==> src/design/ehs_pkg.sv <==
// Package with constants for the emulator halt and host synchronisation block.
package ehs_pkg;

  // ----------------------------------------------------------------
  // Sizes and reset values
  // ----------------------------------------------------------------
  localparam int unsigned IMG_WORDS   = 8;
  localparam int unsigned IMG_IDX_W   = 3;
  localparam int unsigned WORD_W      = 32;
  localparam logic [2:0]  IDX_LAST    = 3'h7;
  localparam logic [2:0]  IDX_ZERO    = 3'h0;

  // ----------------------------------------------------------------
  // Controller states
  // ----------------------------------------------------------------
  typedef enum logic [2:0] {
    EHS_RUN   = 3'b000,
    EHS_DRAIN = 3'b001,
    EHS_DUMP  = 3'b010,
    EHS_HALT  = 3'b011,
    EHS_LOAD  = 3'b100
  } ehs_state_t;

endpackage

==> src/design/ehs_top.sv <==
// Halt and run synchronisation between the emulated processor and its host.
`timescale 1ns/1ns

// Function
// - While halted, a new host access sees chip select held high and host ready held low until running resumes.
// - A host access already in progress at a breakpoint finishes normally before halt acknowledge goes low.
// - Halt acknowledge goes low once the open access has drained and the dump starts, and returns high as the reload starts, before it runs again.
// - At a breakpoint the register image is dumped to the buffer, and reloaded on resume one index late, its last word to index 0 in the first run cycle.
// - Driving the run/halt request input low halts the emulated processor.
module ehs_top
  import ehs_pkg::*;
(
  // Clock and reset
  input  wire logic              clk_i,
  input  wire logic              rst_b_i,
  // Halt sources
  input  wire logic              run_halt_request_n_i,
  input  wire logic              breakpoint_i,
  // Host side pins
  input  wire logic              host_chip_select_n_i,
  input  wire logic              host_ready_in_i,
  output logic                   host_chip_select_n_o,
  output logic                   host_ready_out_o,
  output logic                   halt_acknowledge_n_o,
  // Processor register image port
  output logic                   proc_run_o,
  output logic [IMG_IDX_W-1:0]   img_idx_o,
  input  wire logic [WORD_W-1:0] img_rdata_i,
  output logic [WORD_W-1:0]      img_wdata_o,
  output logic                   img_we_o
);

  // ----------------------------------------------------------------
  // Reset release and input synchronisers
  // ----------------------------------------------------------------
  logic       rst_s1_q;
  logic       rst_n_q;
  logic [1:0] rh_sync_q;
  logic [1:0] cs_sync_q;
  logic [1:0] bp_sync_q;
  logic       halt_req;
  logic       cs_act;

  // Reset is released through two flops so its removal is clean.
  always_ff @(posedge clk_i or negedge rst_b_i) begin
    if (!rst_b_i) begin
      rst_s1_q <= 1'b0;
      rst_n_q  <= 1'b0;
    end else begin
      rst_s1_q <= 1'b1;
      rst_n_q  <= rst_s1_q;
    end
  end

  // The run/halt, select and breakpoint pins are asynchronous, so each passes two flops before use.
  always_ff @(posedge clk_i or negedge rst_n_q) begin
    if (!rst_n_q) begin
      rh_sync_q <= 2'h3;
      cs_sync_q <= 2'h3;
      bp_sync_q <= 2'h0;
    end else begin
      rh_sync_q <= {rh_sync_q[0], run_halt_request_n_i};
      cs_sync_q <= {cs_sync_q[0], host_chip_select_n_i};
      bp_sync_q <= {bp_sync_q[0], breakpoint_i};
    end
  end

  assign halt_req = !rh_sync_q[1] || bp_sync_q[1];
  assign cs_act   = !cs_sync_q[1];

  // ----------------------------------------------------------------
  // Halt controller
  // ----------------------------------------------------------------
  ehs_state_t           state_q;
  logic [IMG_IDX_W-1:0] idx_q;
  logic                 gate_q;
  logic [WORD_W-1:0]    img_q [IMG_WORDS];

  // Next image index, shared by the dump and the reload walk.
  // The count wraps from the last word back to zero on its own.
  function automatic logic [IMG_IDX_W-1:0] next_idx(input logic [IMG_IDX_W-1:0] cur);
    return cur + IMG_IDX_W'(1);
  endfunction

  // Gate marks that new host accesses are blocked. It is armed only when
  // no access is open, so an access in flight is never cut short.
  // It stays armed through the reload and drops on the edge that enters
  // run, since a host let in while registers are restored would spoil them.
  always_ff @(posedge clk_i or negedge rst_n_q) begin
    if (!rst_n_q) begin
      gate_q <= 1'b0;
    end else if (state_q == EHS_RUN || (state_q == EHS_LOAD && idx_q == IDX_LAST)) begin
      gate_q <= 1'b0;
    end else if (!cs_act) begin
      gate_q <= 1'b1;
    end
  end

  // Sequence: drain open access, dump image, hold, reload, run.
  always_ff @(posedge clk_i or negedge rst_n_q) begin
    if (!rst_n_q) begin
      state_q <= EHS_RUN;
      idx_q   <= IDX_ZERO;
    end else begin
      unique case (state_q)
        EHS_RUN: begin
          if (halt_req) begin
            state_q <= EHS_DRAIN;
          end
        end
        EHS_DRAIN: begin
          if (!cs_act) begin
            state_q <= EHS_DUMP;
            idx_q   <= IDX_ZERO;
          end
        end
        EHS_DUMP: begin
          idx_q <= next_idx(idx_q);
          if (idx_q == IDX_LAST) begin
            state_q <= EHS_HALT;
          end
        end
        EHS_HALT: begin
          if (!halt_req) begin
            state_q <= EHS_LOAD;
            idx_q   <= IDX_ZERO;
          end
        end
        EHS_LOAD: begin
          idx_q <= next_idx(idx_q);
          if (idx_q == IDX_LAST) begin
            state_q <= EHS_RUN;
          end
        end
        default: begin
          state_q <= EHS_RUN;
        end
      endcase
    end
  end

  // Image buffer captures processor registers during the dump.
  always_ff @(posedge clk_i) begin
    if (state_q == EHS_DUMP) begin
      img_q[idx_q] <= img_rdata_i;
    end
  end

  // Acknowledge and write data come from flops.
  always_ff @(posedge clk_i or negedge rst_n_q) begin
    if (!rst_n_q) begin
      halt_acknowledge_n_o <= 1'b1;
      img_wdata_o          <= '0;
      img_we_o             <= 1'b0;
    end else begin
      halt_acknowledge_n_o <= !(state_q == EHS_DUMP || state_q == EHS_HALT);
      img_we_o             <= (state_q == EHS_LOAD);
      img_wdata_o          <= img_q[idx_q];
    end
  end

  // Blocked accesses see select high and ready low; otherwise pass through.
  // Ready is held low for as long as the halt lasts, which a host with
  // refresh duties may not survive.
  assign host_chip_select_n_o = gate_q ? 1'b1 : cs_sync_q[1];
  assign host_ready_out_o     = gate_q ? 1'b0 : host_ready_in_i;
  assign proc_run_o           = (state_q == EHS_RUN);
  assign img_idx_o            = idx_q;

  // ----------------------------------------------------------------
  // Assertions
  // ----------------------------------------------------------------
  blocked_ready_low_a : assert property (@(posedge clk_i) disable iff (!rst_n_q)
    (state_q == EHS_HALT && cs_act) |-> (!host_ready_out_o && host_chip_select_n_o))
    else $error("Blocked access not held off.");
  drain_no_gate_a : assert property (@(posedge clk_i) disable iff (!rst_n_q)
    (state_q == EHS_DRAIN && cs_act) |-> (!gate_q && host_ready_out_o == host_ready_in_i && !host_chip_select_n_o))
    else $error("Open access was cut short.");
  ack_after_drain_a : assert property (@(posedge clk_i) disable iff (!rst_n_q)
    (state_q == EHS_DRAIN) |=> halt_acknowledge_n_o)
    else $error("Acknowledge low before access drained.");
  ack_in_halt_a : assert property (@(posedge clk_i) disable iff (!rst_n_q)
    (state_q == EHS_HALT) |=> !halt_acknowledge_n_o)
    else $error("Acknowledge not low while halted.");
  ack_release_a : assert property (@(posedge clk_i) disable iff (!rst_n_q)
    (state_q == EHS_LOAD) |=> halt_acknowledge_n_o)
    else $error("Acknowledge not released on resume.");
  dump_length_a : assert property (@(posedge clk_i) disable iff (!rst_n_q)
    $rose(state_q == EHS_DUMP) |-> (state_q == EHS_DUMP) [*8] ##1 (state_q == EHS_HALT))
    else $error("Dump length wrong.");
  load_length_a : assert property (@(posedge clk_i) disable iff (!rst_n_q)
    $rose(state_q == EHS_LOAD) |-> (state_q == EHS_LOAD) [*8] ##1 (state_q == EHS_RUN))
    else $error("Reload length wrong.");
  halt_request_a : assert property (@(posedge clk_i) disable iff (!rst_n_q)
    (state_q == EHS_RUN && !rh_sync_q[1]) |=> !proc_run_o)
    else $error("Halt request ignored.");
  // Blocking has to last through the reload, and must be gone while running.
  load_blocked_a : assert property (@(posedge clk_i) disable iff (!rst_n_q)
    (state_q == EHS_LOAD && cs_act) |-> (!host_ready_out_o && host_chip_select_n_o))
    else $error("Access not held off during reload.");
  run_pass_a : assert property (@(posedge clk_i) disable iff (!rst_n_q)
    (state_q == EHS_RUN) |-> (host_ready_out_o == host_ready_in_i && host_chip_select_n_o == cs_sync_q[1]))
    else $error("Access blocked while running.");
  dump_capture_a : assert property (@(posedge clk_i) disable iff (!rst_n_q)
    (state_q == EHS_DUMP) |=> (img_q[$past(idx_q)] == $past(img_rdata_i)))
    else $error("Dump word not captured.");

  // Covers for the halt cycle, the drain wait and the blocked host.
  halt_cycle_c   : cover property (@(posedge clk_i) disable iff (!rst_n_q)
    state_q == EHS_HALT ##[1:100] state_q == EHS_RUN);
  drain_wait_c   : cover property (@(posedge clk_i) disable iff (!rst_n_q)
    state_q == EHS_DRAIN ##3 state_q == EHS_DRAIN);
  blocked_host_c : cover property (@(posedge clk_i) disable iff (!rst_n_q)
    state_q == EHS_HALT && cs_act);
  drain_exit_c   : cover property (@(posedge clk_i) disable iff (!rst_n_q)
    (state_q == EHS_DRAIN && cs_act) ##1 (state_q == EHS_DRAIN && !cs_act) ##1 state_q == EHS_DUMP);

endmodule

==> config.mk <==
export PLATFORM = sky130hd
export DESIGN_NAME = ehs_top
export DESIGN_NICKNAME = d
export VERILOG_FILES = /design/src/design/ehs_pkg.sv /design/src/design/ehs_top.sv
export SDC_FILE = /design/constraint.sdc
export NUM_CORES = 1
export LEC_CHECK = 0
export ABC_CLOCK_PERIOD_IN_PS = 1700
export BUFFER_PORTS_ARGS = -buffer_cell sky130_fd_sc_hd__buf_4
export CAP_MARGIN = 15
export CELL_PAD_IN_SITES_DETAIL_PLACEMENT = 0
export CELL_PAD_IN_SITES_GLOBAL_PLACEMENT = 1
export CORE_ASPECT_RATIO = 0.5
export CORE_MARGIN = 8
export CORE_UTILIZATION = 40
export DETAILED_ROUTE_END_ITERATION = 12
export PLACE_DENSITY = 0.6
export SYNTH_ARGS = -nofsm -noshare
export SYNTH_HDL_FRONTEND = slang
export SYNTH_SLANG_ARGS = --single-unit
==> constraint.sdc <==
create_clock -name clk_i -period 1.7 [get_ports clk_i]
set_input_delay 0.085 -clock clk_i [delete_from_list [all_inputs] [get_ports clk_i]]
set_output_delay 0.085 -clock clk_i [all_outputs]
set_load 0.05 [all_outputs]
# Yosys cells after proc, flatten, opt, wreduce, memory -nomap -nowiden
# Memory sizes are Yosys's and may differ from the RTL's. A register that Yosys moved wholly into a read port is not among the register bits.
# Index checks and enable logic that the tools add are counted.
# classes
add_sub_neg,1
eq_ne,10
n_mux,15
n_reduce_logical,13
# ops
cell,count
$mux 3,7
$pmux 3 s5,1
$pmux 3 s3,1
$eq 3x2->1 const B,2
$eq 3x3->1 const B,2
$mux 1,6
$ne 2x2->1 const B,3
$reduce_and 5->1,1
$ne 2x1->1 const B,2
$add 3x1->3 const B,1
$eq 3x1->1 const B,1
$logic_not 1->1,3
$logic_not 3->1,1
$logic_or 1x1->1,3
$reduce_and 3->1,1
$reduce_bool 3->1,1
$reduce_bool 2->1,1
$reduce_or 2->1,1
$logic_and 1x1->1,1
# word_totals
register_bits,17
ramBits,256
in_bits,38
word_cells,50
mem_count,1
# mem_list
name,depth,word_bits,rd,rd_ports_with_merged_regs,write_ports,line_no,rtl
img_q,8,32,1,1,1,ehs_top.sv:77,logic [WORD_W-1:0] img_q [IMG_WORDS];

# Logic depth before layout (Yosys ltp)
# logic_depth
word_depth,4
ltp_mapped,7
depth_no_buf,4

# Least setup slack after synthesis
# OpenSTA, ideal clock, no wires.
# synth_timing
path_type,register to register
startpoint,register idx_q[2] (netlist: img_idx_o[2])
endpoint,"memory img_q[4][0], enable pin"
setup_time_ns,0.461
arrival_ns,3.684
t_required_ns,1.239
setup_slack_ns,-2.445
stages_incl_launch_ff,6
n_path_buf,3
synth_period_minus_slack_ns,4.145
path_cell_list,dfrtp_1 > buf_4 > buf_2 > buf_2 > nand2_1 > nor3_1
# synth_lines
element,line_no,rtl
from (decl),ehs_top.sv:75,logic [IMG_IDX_W-1:0] idx_q;
from (signal assigned),ehs_top.sv:118,idx_q <= next_idx(idx_q);
from (signal assigned),ehs_top.sv:130,idx_q <= next_idx(idx_q);
to (decl),ehs_top.sv:77,
# Straight into the memory's write port.

# Final worst setup path
# layout_timing
startpoint,register state_q[2]
endpoint,"memory img_q[0][16], enable pin"
# layout_via
elab_chain_cells,3
# layout_rtl
element,line_no,rtl
from (decl),ehs_top.sv:74,ehs_state_t state_q;
from (signal assigned),ehs_top.sv:102,state_q <= EHS_RUN;
from (signal assigned),ehs_top.sv:108,state_q <= EHS_DRAIN;
from (signal assigned),ehs_top.sv:113,state_q <= EHS_DUMP;
$eq 3x2->1,ehs_top.sv:144,if (state_q == EHS_DUMP) begin
$mux 1,ehs_top.sv:144,
$mux 1 (implied by the code),ehs_top.sv:145,img_q[idx_q] <= img_rdata_i;
# No other way between the ends.

==> impl_metrics.ini <==
[synth]
synth-seq-cells = 305
async_reset_ff_share_pct = 16.1
ys_top_cells_by_area = edfxtp_1 (68%), dfrtp_1 (9.8%), mux4_2 (3.4%), mux2i_1 (2.7%), mux4_1 (1.9%)
ys.flop_type = edfxtp_1
syn_area_um2 = 11300
avgSynthCellArea_um2 = 19.1
yosysUniqueCellTypes = 42
synth_edf_count = 256
synth_warnings = 0
synthCells = 591
syn_nets = 631
yosysTopAreaCell = edfxtp_1
synthTopCellsByCount = edfxtp_1 (256), dfrtp_1 (44), nand2_1 (31)
ys_seq_area_share_pct = 79.0
synth_top_area_share_pct = 68.1
yosysMostFrequentCell = edfxtp_1

[detailed_routing]
met2_length_um = 12900
drtIter0Drc = 389
post-route-drc-count = 0
first_pass_iters = 4
routed_wl_um = 26600
ant_nets = 0
route.met3.wl_um = 1330
drt-vias-per-instance = 5.15
wl_met1_um = 12000
top_layer = met4
vias = 6135
wire_per_inst_um = 22.3

[timing]
final.period_utilization_pct = 102
fmax_mhz = 579
hold-worst-slack_ns = 0.190
hold_viol = 0
rsz0062_at_grt = true
drv_slew = 0
timing.final.ws_setup_ns = -0.0285
min_period_ns = 1.73
final-setup-viol-count = 17
skew_ns = 0.0253

[worst_setup_path]
cpPeakStageDelay_ns = 0.38
endpoint_kind = flop
crit_type = flop to flop
crit_top_cell = buf_6
cp.required_ns = 1.98
crit_slowest_cell = dfrtp_1
arrival_ns = 2.01
critPathLaunchType = flop
path_cells = nand2b_4, nor2_4, buf_6, nand2_8, nor3_4, buf_6, clkbuf_16
crit_fanout = 5

[run]
cap_violations = 0

[global_route]
grt-ovfl-total = 0
grt_max_degree = 48
antenna_found_initial = 0
track_usage_pct = 15.1
grt_pass1_vias = 6283
grt_pass1_wl_um = 39400

[die]
core_um2 = 27700
io_pins = 78
die_x_um = 254
die_area_um2 = 34200
fp.dieH_um = 135
start_util_pct = 40.7
num_rows = 43

[place]
place_ws_ns = -0.0890
place_inst = 1083
hpwl_um = 16100
port_buffers = 77
place_area_um2 = 12900
place.gp.congestion = 0.719

[layout]
drive_above_1_share_pct = 36.1
insertedDiodeCount = 0
regArea_um2 = 8930
multi_input_area_um2 = 2320
fin_cells = 1191
area.growth.synth_to_final_pct = 30.4
layout.nets = 827
finalInstanceArea_um2 = 14700
fillers = 2229

[pwr]
powerDensity_nw_per_um2 = 1750
max-vdd-ir-drop_v = 0.000957
power.leakage_nw = 5.18

[clock_network]
cts_tree = done
cts_sinks = 305
htree_num_levels = 1
clk_latency_ns = 0.56
cts_made_buffers = 28
clkTransAtPathRegs_ns = 0.07
cts_root_buf = clkbuf_16
cts.path.max_buffers = 3

[run_status]
failed_checks = setup timing
status = finished, violations left

[hold_path]
min_path_type = primary input to flop
routing by layer:
| metal | GRT usage (%) | vias to the layer above |
|---|---|---|
| li1 | - | 2762 |
| met1 | 20.8 | 3184 |
| met2 | 25.2 | 150 |
| met3 | 3.01 | 39 |
| met4 | 2.83 | 0 |
| met5 | 0 | - |
report_power, final:
part           switching (W)  internal [W]  leakage (nW)
clock                0.00283       0.00457         0.524
combinational        0.00513       0.00353          1.76
sequential          0.000415       0.00933          2.89
total                0.00837        0.0174          5.18
state kept, by name, summed over array words and instances, names as in the netlist:
register / flops
img_q: 256
img_wdata_o: 32
img_idx_o: 3
state_q: 3
bp_sync_q: 2
cs_sync_q: 2
rh_sync_q: 2
gate_q: 1
halt_acknowledge_n_o: 1
img_we_o: 1
rst_n_q: 1
rst_s1_q: 1
final timing paths:
check,from,slack (ns),cells past startpoint,end
max reg2reg,state_q[2]$_DFFE_PN0P_,-0.03,7,img_q[0][16]$_DFFE_PP_
min reg2reg,rst_n_q$_DFF_PN0_,0.27,1,img_wdata_o[10]$_DFF_PN0_
max in group asynchronous,rst_n_q$_DFF_PN0_,1.09,1,rh_sync_q[1]$_DFF_PN1_
min,breakpoint_i,0.19,2,bp_sync_q[0]$_DFF_PN0_
max,state_q[2]$_DFFE_PN0P_,-0.03,7,img_q[0][16]$_DFFE_PP_
min in group asynchronous,rst_n_q$_DFF_PN0_,0.27,1,img_wdata_o[10]$_DFF_PN0_
stage by stage:
stage	TNS (ns)	util, %	total power, W
after floorplan	-106.49	-	0.0150
after global placement	-0.841	46.7	0.0179
after detailed placement	-2.51	46.7	0.0179
after CTS	-1.75	52.3	0.0255
after global routing	-3.28	53.1	0.0269
final	-0.319	53.1	0.0258
what timing repair did:
action,CTS,global route
pin swaps,0,6
setup endpoints to repair,71,113
hold buffers,37,0
setup buffers,5,10
gates resized for setup,10,23
endpoints found under the hold margin,261,0
gates cloned,1,4
kinds of logic after synthesis:
kind of cell	after synthesis	share of synthesized area (%)
muxes	72	9.61
other	1	0.0332
adders and majority gates	2	0.222
DFF	305	79.0
and+or+nand+nor	82	3.19
AOI/OAI and AO/OA	93	6.13
buffers and inverters	36	1.80
final cells by class:
cell class / instances / area share [%]
inverter: 4 / 0.102
clock buffer: 29 / 4.79
sequential: 305 / 60.7
tap: 382 / 3.25
timing repair buffer: 198 / 12.8
multi-input combinational: 250 / 15.7
clock inverter: 23 / 2.69
critical path, delay by kind of cell, from the launching register on:
kind	cells	cell delay (ns)
simple gates	4	0.58
flops	1	0.38
buf+inv	3	0.51
placed cells by master, fill, tap and decap left out, drive strengths merged, types with 25 or more instances in the layout:
master and n:
mux2i 30, dlygate4sd3 37, nor2 29, edfxtp 256, clkbuf 33, dfrtp 44
buf 157, nand2 31, mux4 25
No activity file was read; power rests on OpenSTA's default activity.
